File: config.mk
export PLATFORM = sky130hd
export DESIGN_NAME = crfr_top
export DESIGN_NICKNAME = d
export VERILOG_FILES = /design/src/rtl/crfr_pkg.sv /design/src/rtl/crfr_flag_if.sv /design/src/rtl/crfr_sticky.sv /design/src/rtl/crfr_route.sv /design/src/rtl/crfr_top.sv
export SDC_FILE = /design/constraint.sdc
export NUM_CORES = 1
export LEC_CHECK = 0
export ABC_CLOCK_PERIOD_IN_PS = 1400
export BUFFER_PORTS_ARGS = -buffer_cell sky130_fd_sc_hd__buf_2
export CELL_PAD_IN_SITES_DETAIL_PLACEMENT = 1
export CELL_PAD_IN_SITES_GLOBAL_PLACEMENT = 2
export CORE_UTILIZATION = 29
export CTS_CLUSTER_DIAMETER = 100
export DETAILED_ROUTE_END_ITERATION = 10
export PLACE_DENSITY = 0.89
export RECOVER_POWER = 50
export SLEW_MARGIN = 40
export SYNTH_ARGS = -nofsm -noshare
export SYNTH_HDL_FRONTEND = slang
export SYNTH_SLANG_ARGS = --single-unit
File: constraint.sdc
create_clock -name mclk_in -period 1.4 [get_ports mclk_in]
set_input_delay 0.28 -clock mclk_in [delete_from_list [all_inputs] [get_ports mclk_in]]
set_output_delay 0.28 -clock mclk_in [all_outputs]
set_load 0.01 [all_outputs]
File: src/rtl/crfr_pkg.sv
// Constants for the codec routing and flag register bank.
// Assumes one core clock and an asynchronous active-low reset in every clocked RTL user; crfr_route has neither.
//
// How it works
// - Route bit 7 picks primary bit clock: 0 internal, 1 secondary bit clock.
// - Route bit 6 picks secondary bit clock: 0 primary clock, 1 internal.
// - Route bits 5:4 pick primary frame clock: playback, record, secondary, reserved.
// - Route bits 3:2 pick secondary frame clock: primary, playback, record, reserved.
// - Route bit 1 picks primary data out: 0 codec serial output, 1 secondary input.
// - Route bit 0 picks secondary data out: 0 primary input, 1 codec serial output.
// - General-call bit 5 accepts the general-call address when 1; resets to 0.
// - Record status bit 7 shows gain match, bit 6 shows converter powered.
// - Record status bit 5 latches when automatic gain reaches its maximum.
// - Playback power status shows converter and driver power per channel.
// - Playback gain status bits 4 and 0 show per-channel gain match.
// - Overflow bits 7,6,5 latch playback converter and shifter overflows.
// - Overflow bits 3,1 latch record overflows; bits 4,2,0 are reserved.
// - Sticky flags are read-only and clear when read.
// - Event bits 7,6 latch left and right driver short circuits.
// - Event bits 5,4 latch button press and headset insert or remove.
// - Event bits 3,2 latch when channel power is strictly above threshold.
// - Event bits 1,0 latch ones written to the standard and auxiliary ports.
package crfr_pkg;
  localparam logic [7:0] OFF_ROUTE = 8'h21;
  localparam logic [7:0] OFF_GCALL = 8'h22;
  localparam logic [7:0] OFF_RSVD35 = 8'h23;
  localparam logic [7:0] OFF_REC = 8'h24;
  localparam logic [7:0] OFF_PWR = 8'h25;
  localparam logic [7:0] OFF_GAIN = 8'h26;
  localparam logic [7:0] OFF_OVF = 8'h27;
  localparam logic [7:0] OFF_RSVD40 = 8'h28;
  localparam logic [7:0] OFF_EVT = 8'h2C;

  localparam int ROUTE_PBCLK = 7;
  localparam int ROUTE_SBCLK = 6;
  localparam int ROUTE_PWCLK_LO = 4;
  localparam int ROUTE_SWCLK_LO = 2;
  localparam int ROUTE_PSDO = 1;
  localparam int ROUTE_SSDO = 0;
  localparam int GCALL_BIT = 5;
  localparam int REC_GAIN = 7;
  localparam int REC_PWR = 6;
  localparam int REC_AGC = 5;
  localparam int GAIN_L = 4;
  localparam int GAIN_R = 0;

  localparam int OVF_PB_L = 7;
  localparam int OVF_PB_R = 6;
  localparam int OVF_PB_SH = 5;
  localparam int OVF_REC_DS = 3;
  localparam int OVF_REC_SH = 1;
  localparam logic [7:0] OVF_USED = 8'hEA;

  localparam int EVT_SHORT_L = 7;
  localparam int EVT_SHORT_R = 6;
  localparam int EVT_BUTTON = 5;
  localparam int EVT_HEADSET = 4;
  localparam int EVT_DRC_L = 3;
  localparam int EVT_DRC_R = 2;
  localparam int EVT_STD = 1;
  localparam int EVT_AUX = 0;

  localparam logic [7:0] ROUTE_RST = 8'h00;
  localparam logic GCALL_RST = 1'b0;
  localparam logic [7:0] FLAG_RST = 8'h00;
  localparam logic [7:0] RDATA_RST = 8'h00;

  typedef enum logic [1:0] {
    PWCLK_PLAY = 2'h0,
    PWCLK_REC = 2'h1,
    PWCLK_SEC = 2'h2,
    PWCLK_RSVD = 2'h3
  } crfr_pwclk_t;

  typedef enum logic [1:0] {
    SWCLK_PRI = 2'h0,
    SWCLK_PLAY = 2'h1,
    SWCLK_REC = 2'h2,
    SWCLK_RSVD = 2'h3
  } crfr_swclk_t;
endpackage

File: src/rtl/crfr_flag_if.sv
// Bundle between the register bank and one sticky flag group.
// Assumes the owner updates the flags on the core clock.
`timescale 1ns/1ps
`default_nettype none
interface crfr_flag_if #(parameter int W = 8);
  logic [W-1:0] set;
  logic clr;
  logic [W-1:0] q;
  modport owner (input set, input clr, output q);
  modport user (output set, output clr, input q);
endinterface
`default_nettype wire

File: src/rtl/crfr_sticky.sv
// Sticky flag group that clears on read.
// Assumes clr is a one-cycle read strobe on the core clock.
`timescale 1ns/1ps
`default_nettype none
module crfr_sticky #(parameter int W = 8) (
  // Clock and reset
  input wire logic mclk_in,
  input wire logic reset_n_in,
  // Flags
  crfr_flag_if.owner f
);
  always_ff @(posedge mclk_in or negedge reset_n_in) begin
    if (!reset_n_in) begin
      f.q <= W'(crfr_pkg::FLAG_RST);
    end else begin
      // Set beats clear so an event during the read is kept.
      f.q <= f.set | (f.q & ~{W{f.clr}});
    end
  end
endmodule
`default_nettype wire

File: src/rtl/crfr_route.sv
// Combinational selection of serial port clocks and data.
// Assumes all sources are sampled levels on the core clock.
`timescale 1ns/1ps
`default_nettype none
module crfr_route (
  // Routing control
  input wire logic [7:0] cfg_in,
  // Clock sources
  input wire logic int_bclk_in,
  input wire logic pri_bclk_in,
  input wire logic sec_bclk_in,
  input wire logic play_fs_in,
  input wire logic rec_fs_in,
  input wire logic pri_wclk_in,
  input wire logic sec_wclk_in,
  // Data sources
  input wire logic codec_sdo_in,
  input wire logic pri_sdi_in,
  input wire logic sec_sdi_in,
  // Selected values
  output logic pri_bclk_out,
  output logic sec_bclk_out,
  output logic pri_wclk_out,
  output logic sec_wclk_out,
  output logic pri_sdo_out,
  output logic sec_sdo_out
);
  crfr_pkg::crfr_pwclk_t psel;
  crfr_pkg::crfr_swclk_t ssel;

  always_comb begin
    psel = crfr_pkg::crfr_pwclk_t'(cfg_in[crfr_pkg::ROUTE_PWCLK_LO +: 2]);
    ssel = crfr_pkg::crfr_swclk_t'(cfg_in[crfr_pkg::ROUTE_SWCLK_LO +: 2]);
    pri_bclk_out = cfg_in[crfr_pkg::ROUTE_PBCLK] ? sec_bclk_in : int_bclk_in;
    sec_bclk_out = cfg_in[crfr_pkg::ROUTE_SBCLK] ? int_bclk_in : pri_bclk_in;
    pri_sdo_out = cfg_in[crfr_pkg::ROUTE_PSDO] ? sec_sdi_in : codec_sdo_in;
    sec_sdo_out = cfg_in[crfr_pkg::ROUTE_SSDO] ? codec_sdo_in : pri_sdi_in;
    // Reserved codes hold the frame clock low.
    unique case (psel)
      crfr_pkg::PWCLK_PLAY: pri_wclk_out = play_fs_in;
      crfr_pkg::PWCLK_REC: pri_wclk_out = rec_fs_in;
      crfr_pkg::PWCLK_SEC: pri_wclk_out = sec_wclk_in;
      crfr_pkg::PWCLK_RSVD: pri_wclk_out = 1'b0;
    endcase
    unique case (ssel)
      crfr_pkg::SWCLK_PRI: sec_wclk_out = pri_wclk_in;
      crfr_pkg::SWCLK_PLAY: sec_wclk_out = play_fs_in;
      crfr_pkg::SWCLK_REC: sec_wclk_out = rec_fs_in;
      crfr_pkg::SWCLK_RSVD: sec_wclk_out = 1'b0;
    endcase
  end
endmodule
`default_nettype wire

File: src/rtl/crfr_top.sv
// Register bank for serial port routing, general-call enable and status flags.
// Assumes a register port driven by the device's serial control decoder:
// one-cycle read and write strobes with address and data on the core clock.
`timescale 1ns/1ps
`default_nettype none
module crfr_top (
  // Clock and reset
  input wire logic mclk_in,
  input wire logic reset_n_in,
  // Register port
  input wire logic [7:0] reg_addr_in,
  input wire logic reg_wr_in,
  input wire logic reg_rd_in,
  input wire logic [7:0] reg_wdata_in,
  output logic [7:0] reg_rdata_out,
  output logic reg_rvalid_out,
  // Serial port sources
  input wire logic int_bclk_in,
  input wire logic pri_bclk_in,
  input wire logic sec_bclk_in,
  input wire logic playback_sample_rate_clock_in,
  input wire logic record_sample_rate_clock_in,
  input wire logic pri_wclk_in,
  input wire logic sec_wclk_in,
  input wire logic codec_serial_data_output_in,
  input wire logic pri_serial_data_input_in,
  input wire logic sec_serial_data_input_in,
  // Serial port outputs
  output logic pri_bclk_out,
  output logic sec_bclk_out,
  output logic pri_wclk_out,
  output logic sec_wclk_out,
  output logic pri_serial_data_output_out,
  output logic sec_serial_data_output_out,
  // Two-wire bus control
  output logic general_call_accept_out,
  // Record path status
  input wire logic rec_gain_stage_match_in,
  input wire logic rec_converter_up_in,
  input wire logic agc_at_max_in,
  // Playback power and gain status
  input wire logic [2:0] left_power_in,
  input wire logic [2:0] right_power_in,
  input wire logic left_gain_match_in,
  input wire logic right_gain_match_in,
  // Overflow sources
  input wire logic ovf_play_left_in,
  input wire logic ovf_play_right_in,
  input wire logic ovf_play_shifter_in,
  input wire logic ovf_rec_converter_in,
  input wire logic ovf_rec_shifter_in,
  // Playback events
  input wire logic short_left_in,
  input wire logic short_right_in,
  input wire logic button_press_in,
  input wire logic headset_change_in,
  input wire logic [7:0] drc_power_left_in,
  input wire logic [7:0] drc_power_right_in,
  input wire logic [7:0] drc_threshold_in,
  input wire logic dsp_port_wr_in,
  input wire logic dsp_std_bit_in,
  input wire logic dsp_aux_bit_in
);
  logic [7:0] route_r;
  logic gcall_r;
  logic pb_n, sb_n, pw_n, sw_n, psd_n, ssd_n;
  logic [7:0] rd_value;
  logic ovf_read, evt_read, rec_read;

  // True when the strobe targets the given offset.
  function automatic logic hit(input logic [7:0] addr, input logic [7:0] off);
    return addr == off;
  endfunction

  // Strictly above threshold; equal does not count.
  function automatic logic above(input logic [7:0] level, input logic [7:0] thr);
    return level > thr;
  endfunction

  crfr_flag_if #(.W(1)) agc_f ();
  crfr_flag_if #(.W(8)) ovf_f ();
  crfr_flag_if #(.W(8)) evt_f ();

  crfr_sticky #(.W(1)) u_agc (
    .mclk_in(mclk_in),
    .reset_n_in(reset_n_in),
    .f(agc_f.owner)
  );
  crfr_sticky #(.W(8)) u_ovf (
    .mclk_in(mclk_in),
    .reset_n_in(reset_n_in),
    .f(ovf_f.owner)
  );
  crfr_sticky #(.W(8)) u_evt (
    .mclk_in(mclk_in),
    .reset_n_in(reset_n_in),
    .f(evt_f.owner)
  );

  crfr_route u_route (
    .cfg_in(route_r),
    .int_bclk_in(int_bclk_in),
    .pri_bclk_in(pri_bclk_in),
    .sec_bclk_in(sec_bclk_in),
    .play_fs_in(playback_sample_rate_clock_in),
    .rec_fs_in(record_sample_rate_clock_in),
    .pri_wclk_in(pri_wclk_in),
    .sec_wclk_in(sec_wclk_in),
    .codec_sdo_in(codec_serial_data_output_in),
    .pri_sdi_in(pri_serial_data_input_in),
    .sec_sdi_in(sec_serial_data_input_in),
    .pri_bclk_out(pb_n),
    .sec_bclk_out(sb_n),
    .pri_wclk_out(pw_n),
    .sec_wclk_out(sw_n),
    .pri_sdo_out(psd_n),
    .sec_sdo_out(ssd_n)
  );

  assign rec_read = reg_rd_in && hit(reg_addr_in, crfr_pkg::OFF_REC);
  assign ovf_read = reg_rd_in && hit(reg_addr_in, crfr_pkg::OFF_OVF);
  assign evt_read = reg_rd_in && hit(reg_addr_in, crfr_pkg::OFF_EVT);

  // Sticky sources. Reserved overflow positions are never set.
  always_comb begin
    agc_f.set = agc_at_max_in;
    agc_f.clr = rec_read;
    ovf_f.set = 8'h00;
    ovf_f.set[crfr_pkg::OVF_PB_L] = ovf_play_left_in;
    ovf_f.set[crfr_pkg::OVF_PB_R] = ovf_play_right_in;
    ovf_f.set[crfr_pkg::OVF_PB_SH] = ovf_play_shifter_in;
    ovf_f.set[crfr_pkg::OVF_REC_DS] = ovf_rec_converter_in;
    ovf_f.set[crfr_pkg::OVF_REC_SH] = ovf_rec_shifter_in;
    ovf_f.clr = ovf_read;
    evt_f.set[crfr_pkg::EVT_SHORT_L] = short_left_in;
    evt_f.set[crfr_pkg::EVT_SHORT_R] = short_right_in;
    evt_f.set[crfr_pkg::EVT_BUTTON] = button_press_in;
    evt_f.set[crfr_pkg::EVT_HEADSET] = headset_change_in;
    evt_f.set[crfr_pkg::EVT_DRC_L] = above(drc_power_left_in, drc_threshold_in);
    evt_f.set[crfr_pkg::EVT_DRC_R] = above(drc_power_right_in, drc_threshold_in);
    evt_f.set[crfr_pkg::EVT_STD] = dsp_port_wr_in && dsp_std_bit_in;
    evt_f.set[crfr_pkg::EVT_AUX] = dsp_port_wr_in && dsp_aux_bit_in;
    evt_f.clr = evt_read;
  end

  // Writable controls. Status, sticky and reserved offsets ignore writes.
  always_ff @(posedge mclk_in or negedge reset_n_in) begin
    if (!reset_n_in) begin
      route_r <= crfr_pkg::ROUTE_RST;
      gcall_r <= crfr_pkg::GCALL_RST;
    end else if (reg_wr_in) begin
      if (hit(reg_addr_in, crfr_pkg::OFF_ROUTE)) begin
        route_r <= reg_wdata_in;
      end
      if (hit(reg_addr_in, crfr_pkg::OFF_GCALL)) begin
        gcall_r <= reg_wdata_in[crfr_pkg::GCALL_BIT];
      end
    end
  end

  // Read multiplexer; unmapped and reserved offsets read zero.
  always_comb begin
    rd_value = 8'h00;
    unique case (reg_addr_in)
      crfr_pkg::OFF_ROUTE: rd_value = route_r;
      crfr_pkg::OFF_GCALL: rd_value[crfr_pkg::GCALL_BIT] = gcall_r;
      crfr_pkg::OFF_REC: begin
        rd_value[crfr_pkg::REC_GAIN] = rec_gain_stage_match_in;
        rd_value[crfr_pkg::REC_PWR] = rec_converter_up_in;
        rd_value[crfr_pkg::REC_AGC] = agc_f.q[0];
      end
      crfr_pkg::OFF_PWR: rd_value = {left_power_in[2], 1'b0, left_power_in[1:0],
                                     right_power_in[2], 1'b0, right_power_in[1:0]};
      crfr_pkg::OFF_GAIN: begin
        rd_value[crfr_pkg::GAIN_L] = left_gain_match_in;
        rd_value[crfr_pkg::GAIN_R] = right_gain_match_in;
      end
      crfr_pkg::OFF_OVF: rd_value = ovf_f.q & crfr_pkg::OVF_USED;
      crfr_pkg::OFF_EVT: rd_value = evt_f.q;
      default: rd_value = 8'h00;
    endcase
  end

  always_ff @(posedge mclk_in or negedge reset_n_in) begin
    if (!reset_n_in) begin
      reg_rdata_out <= crfr_pkg::RDATA_RST;
      reg_rvalid_out <= 1'b0;
    end else begin
      reg_rvalid_out <= reg_rd_in;
      if (reg_rd_in) begin
        reg_rdata_out <= rd_value;
      end
    end
  end

  // Port outputs are retimed so that each comes straight from a flop.
  always_ff @(posedge mclk_in or negedge reset_n_in) begin
    if (!reset_n_in) begin
      pri_bclk_out <= 1'b0;
      sec_bclk_out <= 1'b0;
      pri_wclk_out <= 1'b0;
      sec_wclk_out <= 1'b0;
      pri_serial_data_output_out <= 1'b0;
      sec_serial_data_output_out <= 1'b0;
    end else begin
      pri_bclk_out <= pb_n;
      sec_bclk_out <= sb_n;
      pri_wclk_out <= pw_n;
      sec_wclk_out <= sw_n;
      pri_serial_data_output_out <= psd_n;
      sec_serial_data_output_out <= ssd_n;
    end
  end

  always_ff @(posedge mclk_in or negedge reset_n_in) begin
    if (!reset_n_in) begin
      general_call_accept_out <= crfr_pkg::GCALL_RST;
    end else begin
      general_call_accept_out <= gcall_r;
    end
  end
endmodule
`default_nettype wire

Yosys cells after proc, flatten, opt, wreduce, memory -nomap -nowiden
Cells that the tools add are included.

storage, ports and cells
  flip-flop bits (word level) = 42
  bits of input ports = 77
  output and inout bits = 16
  logic and storage cells = 58

operators by class
  order comparisons = 2
  equal/unequal tests = 13
  muxes and demuxes = 11
  bitwise gates (word level) = 9
  reductions and logical operators = 9

operators with widths
  operator                                                         number
  8-bit by 6-bit == test with 1-bit output, second input constant  7
  8-bit AND                                                        2
  8-bit greater-than comparator                                    2
  8-bit NOT                                                        2
  8-bit OR                                                         2
  1-bit case mux with 4 select lines                               4
  3-bit case mux with 4 select lines                               1
  2-bit case mux with 5 select lines                               1
  2-bit == test, second input constant                             4
  1-bit case mux with 6 select lines                               1
  1-bit logical AND                                                5
  2-bit by 1-bit == test with 1-bit output, second input constant  2
  2-bit logical NOT                                                2
  1-bit two-way mux                                                4
  2-bit AND reduction                                              2
  1-bit AND                                                        1
  1-bit NOT                                                        1
  1-bit OR                                                         1

Longest topological paths before layout
  depth after elaboration = 5
  depth in mapped cells = 6
  depth with buffers taken out = 6

Hierarchy
From an unflattened synthesis, not the netlist that was laid out.

unflattened totals
  cells, all modules = 203
  area, all modules = 2322.2 µm²

by module, submodules not included
  module                    instances  cells each  area an instance (µm²)  seq. area each (µm²)
  crfr_top                  1          156         1660.3                  625.6
  crfr_sticky at u_evt ...  2          17          264.0                   200.2
  crfr_route                1          10          97.6                    0.0
  crfr_sticky at u_agc      1          3           36.3                    25.0

Worst setup path after synthesis
OpenSTA, ideal clock, no wires.

  kind = in2reg
  from = in reg_addr_in[4]
  to = reg u_evt.f.q[2]
  library setup time = 0.126 ns
  arrival = 1.311 ns
  data required time = 1.274 ns
  slack = -0.037 ns
  stages = 5
  buffers on the path = 1
  path through = nor4b_4 -> nand3b_2 -> nand2b_4 -> buf_6 -> a221o_1

on the way
  longest elaborated chain between the ends = 5

ends and longest elaborated chain
  item                                      RTL line           text
  from (decl)                               crfr_top.sv:11     input wire logic [7:0] reg_addr_in,
  8-bit by 6-bit == test with 1-bit output  crfr_top.sv:72     return addr == off;
  1-bit logical AND                         crfr_top.sv:122    assign evt_read = reg_rd_in && hit(reg_addr_in, crfr_pkg::OFF_EVT);
  8-bit NOT                                 crfr_sticky.sv:17  f.q <= f.set | (f.q & ~{W{f.clr}});
  8-bit AND                                 crfr_sticky.sv:17
  8-bit OR                                  crfr_sticky.sv:17
  to (signal assigned)                      crfr_sticky.sv:14  f.q <= W'(crfr_pkg::FLAG_RST);
  to (signal assigned)                      crfr_sticky.sv:17
  to (decl)                                 crfr_flag_if.sv:9  modport owner (input set, input clr, output q);

Every way passes these cells.
A chain may end at the register's enable or synchronous reset.

Final worst setup path
  from = in reg_addr_in[4]
  to = reg u_ovf.f.q[7]

on the way
  longest elaborated chain between the ends = 5

ends and longest elaborated chain
  item                                      RTL line           text
  8-bit by 6-bit == test with 1-bit output  n/a
  1-bit logical AND                         crfr_top.sv:121    assign ovf_read = reg_rd_in && hit(reg_addr_in, crfr_pkg::OFF_OVF);
  8-bit NOT                                 crfr_sticky.sv:17
  8-bit AND                                 crfr_sticky.sv:17
  8-bit OR                                  crfr_sticky.sv:17
  to (signal assigned)                      crfr_sticky.sv:14
  to (signal assigned)                      crfr_sticky.sv:17
  to (decl)                                 crfr_flag_if.sv:9

Every way passes these cells.

==> impl_metrics.py <==
metrics = {
    "setup_path": {
        "cp.arrival_ns": 1.52,
        "critPathCaptureType": "flip-flop",
        "start_kind": "input port",
        "crit_fanout": 5,
        "path_class": "in -> reg",
        "worst-endpoint-required_ns": 1.59,
    },
    "synthesis": {
        "ys_ff_latch": 39,
        "synth.distinct_cells": 37,
        "seq_area_frac_synth_pct": 45.6,
        "syn_nets": 278,
        "yosysMostFrequentCell": "dfrtp_1",
        "synth_top_area_share_pct": 45.6,
        "syn_area_per_cell_sq_um": 11.6,
        "synth_edf_count": 0,
        "synth_top_flop_cell": "dfrtp_1",
        "synthTopCellsByCount": "dfrtp_1 (39), ha_1 (16), mux2_2 (13), inv_1 (12), mux2i_1 (11)",
        "synth_area_leader_cell": "dfrtp_1",
        "yosysWarnings": 0,
        "synthCells": 185,
        "synthArstFlopShare_pct": 100,
        "synthTopCellsByArea": "dfrtp_1 (46%), ha_1 (9.4%), mux2_2 (6.8%)",
        "netlist_area_sq_um": 2140,
    },
    "power": {
        "total_leakage_power_nw": 1.53,
        "ir_drop_mv": 0.287,
        "finalPower_mw": 2.35,
        "power_density_nw_per_um2": 789,
    },
    "placed_design": {
        "port_buffers": 92,
        "dpl.hpwl_microns": 4980,
        "gp_congestion": 0.781,
    },
    "die": {
        "fp.dieArea_sq_um": 7730,
        "die_h_microns": 87.9,
        "initial_core_util_pct": 30.8,
        "io-pin-count": 93,
        "die_w_microns": 87.9,
        "row_count": 30,
        "design.core.area_sq_um": 6940,
    },
    "clock_network": {
        "post-cts-setup-buffers": 0,
        "clk_latency_ns": 0.29,
        "cts.sinks": 39,
        "cts_tree": "done",
        "clock-root-buffer": "clkbuf_8",
        "clk_pin_slew_worst_paths_ns": 0.08,
        "cts_buffers": 5,
        "cts_buffer_depth": 2,
        "h-tree-depth": 2,
    },
    "drt": {
        "firstDrtPassIters": 2,
        "drc": 0,
        "drt_iter0_drc": 39,
        "drt_wl_total_microns": 6030,
        "routedWlPerCell_microns": 15.1,
        "vias": 1925,
        "ant_nets": 0,
        "avgViaCountPerCell": 4.81,
    },
    "global_route": {
        "grtUsageTotal_pct": 16.2,
        "grt_pass1_wl_microns": 9490,
        "grt_max_degree": 40,
        "grt_antenna_before_repair": 0,
        "overflow": 0,
        "grt_pass1_vias": 2003,
    },
    "status": {
        "status": "complete, no violations",
    },
    "worst_hold_path": {
        "min_path_type": "in -> reg",
    },
    "final_layout": {
        "area_growth_pct": 39.2,
        "drive_above_1_share_pct": 49.0,
        "fin_nets": 396,
        "fillCellCount": 815,
        "diodes": 0,
    },
    "timing": {
        "rsz0062_at_grt": "true",
        "fmax_mhz": 749,
        "hold_violations": 0,
        "slew-limit-headroom_pct": 63.0,
        "fin_crit_sh_pct": 95.4,
        "post-route-min-period_ns": 1.34,
        "drv_slew": 0,
        "finalSetupTns_ns": 0,
        "setup_violations": 0,
        "worst_slew_pin_slew_ns": 0.555,
        "skew_ns": 0.00834,
    },
    "job": {
        "drv_cap": 0,
    },
}
-- layout make-up --
| class | count | area (sq um) | area share (%) |
|---|---|---|---|
| inverter | 12 | 45.0 | 1.51 |
| sequential | 39 | 976 | 32.7 |
| timing repair buffer | 117 | 651 | 21.8 |
| clock inverter | 1 | 5.00 | 0.168 |
| clock buffer | 7 | 76.3 | 2.56 |
| tap | 96 | 120 | 4.03 |
| multi-input combinational | 128 | 1110 | 37.2 |
-- worst max-delay path, cell delays in order --
cell and delay (ns):
buf_2 0.11, nor4b_4 0.35, nand2_1 0.16, or3_4 0.44, a21o_1 0.18
-- through the flow --
step / cell area, sq um / setup WS, ns / hold WS (ns) / util [%] / cells
finish: 2980 / 0.0641 / 0.157 / 42.9 / 400
global route: 2980 / -0.00291 / 0.151 / 42.9 / 400
CTS: 2980 / 0.0460 / 0.152 / 42.9 / 400
detailed placement: 2890 / -0.263 / 0.285 / 41.6 / 391
global placement: 2890 / -0.213 / 0.267 / 41.6 / 391
floorplan: 2150 / -0.0369 / -0.0156 / - / 185
-- layer usage --
layer	routed length [microns]	GRT usage, %	vias up
li1	-	-	925
met1	2510	19.5	933
met2	3070	28.8	59
met3	377	3.96	8
met4	72	4.32	0
met5	0	0	-
-- final timing paths --
check | from | endpoint | slack, ns | cells past startpoint
worst max-delay path | reg_addr_in[4] | u_ovf.f.q[7] | 0.06 | 5
worst min-delay path | ovf_play_right_in | u_ovf.f.q[6] | 0.16 | 2
worst max register to register | route_r[1] | reg_rdata_out[1] | 0.17 | 4
worst min register to register | gcall_r | general_call_accept_out | 0.40 | 0
max in group asynchronous | reset_n_in | u_evt.f.q[6] | 0.38 | 3
min in group asynchronous | reset_n_in | pri_serial_data_output_out | 0.64 | 3
-- logic make-up after synthesis --
family / after synthesis / share of synthesized area (%)
compound gates: 49 / 17.4
fa+ha+maj: 16 / 9.35
buf+inv: 18 / 3.74
flops: 39 / 45.6
mux: 24 / 12.0
simple gates: 39 / 11.9
-- placed cells by master, fill, tap and decap left out, drive strengths merged, types with 2 or more instances in the layout --
master / netlist / routed
a21o: 11 / 11
a21oi: 9 / 9
a221o: 7 / 7
a22o: 2 / 2
a2bb2oi: 6 / 6
buf: 5 / 115
clkbuf: 1 / 8
dfrtp: 39 / 39
ha: 16 / 16
inv: 12 / 12
mux2: 13 / 13
mux2i: 11 / 11
nand2: 7 / 7
nand2b: 4 / 4
nand3: 2 / 2
nand3b: 5 / 5
nand4: 2 / 2
nor2: 7 / 7
nor2b: 2 / 2
nor3: 3 / 3
nor3b: 2 / 2
nor4b: 2 / 2
o21ai: 3 / 3
o22ai: 3 / 3
o2bb2ai: 4 / 4
-- power by group --
group	switching, mW	leakage [nW]	internal, mW
logic	0.204	1.03	0.230
registers	0.0162	0.454	1.15
clock network	0.399	0.0422	0.350
-- sequential cells by signal, summed over array words and instances (netlist names), 5 cells and up --
name / cells
u_evt.f.q: 8
route_r: 8
u_ovf.f.q: 5
reg_rdata_out: 8
-- timing repair --
action                                  CTS  global route
endpoints found under the hold margin    39             0
resized for setup                         0             3
endpoints found under the setup margin    0             8
hold buffers                              1             0
Note: power is estimated with default switching activity, not from simulation.
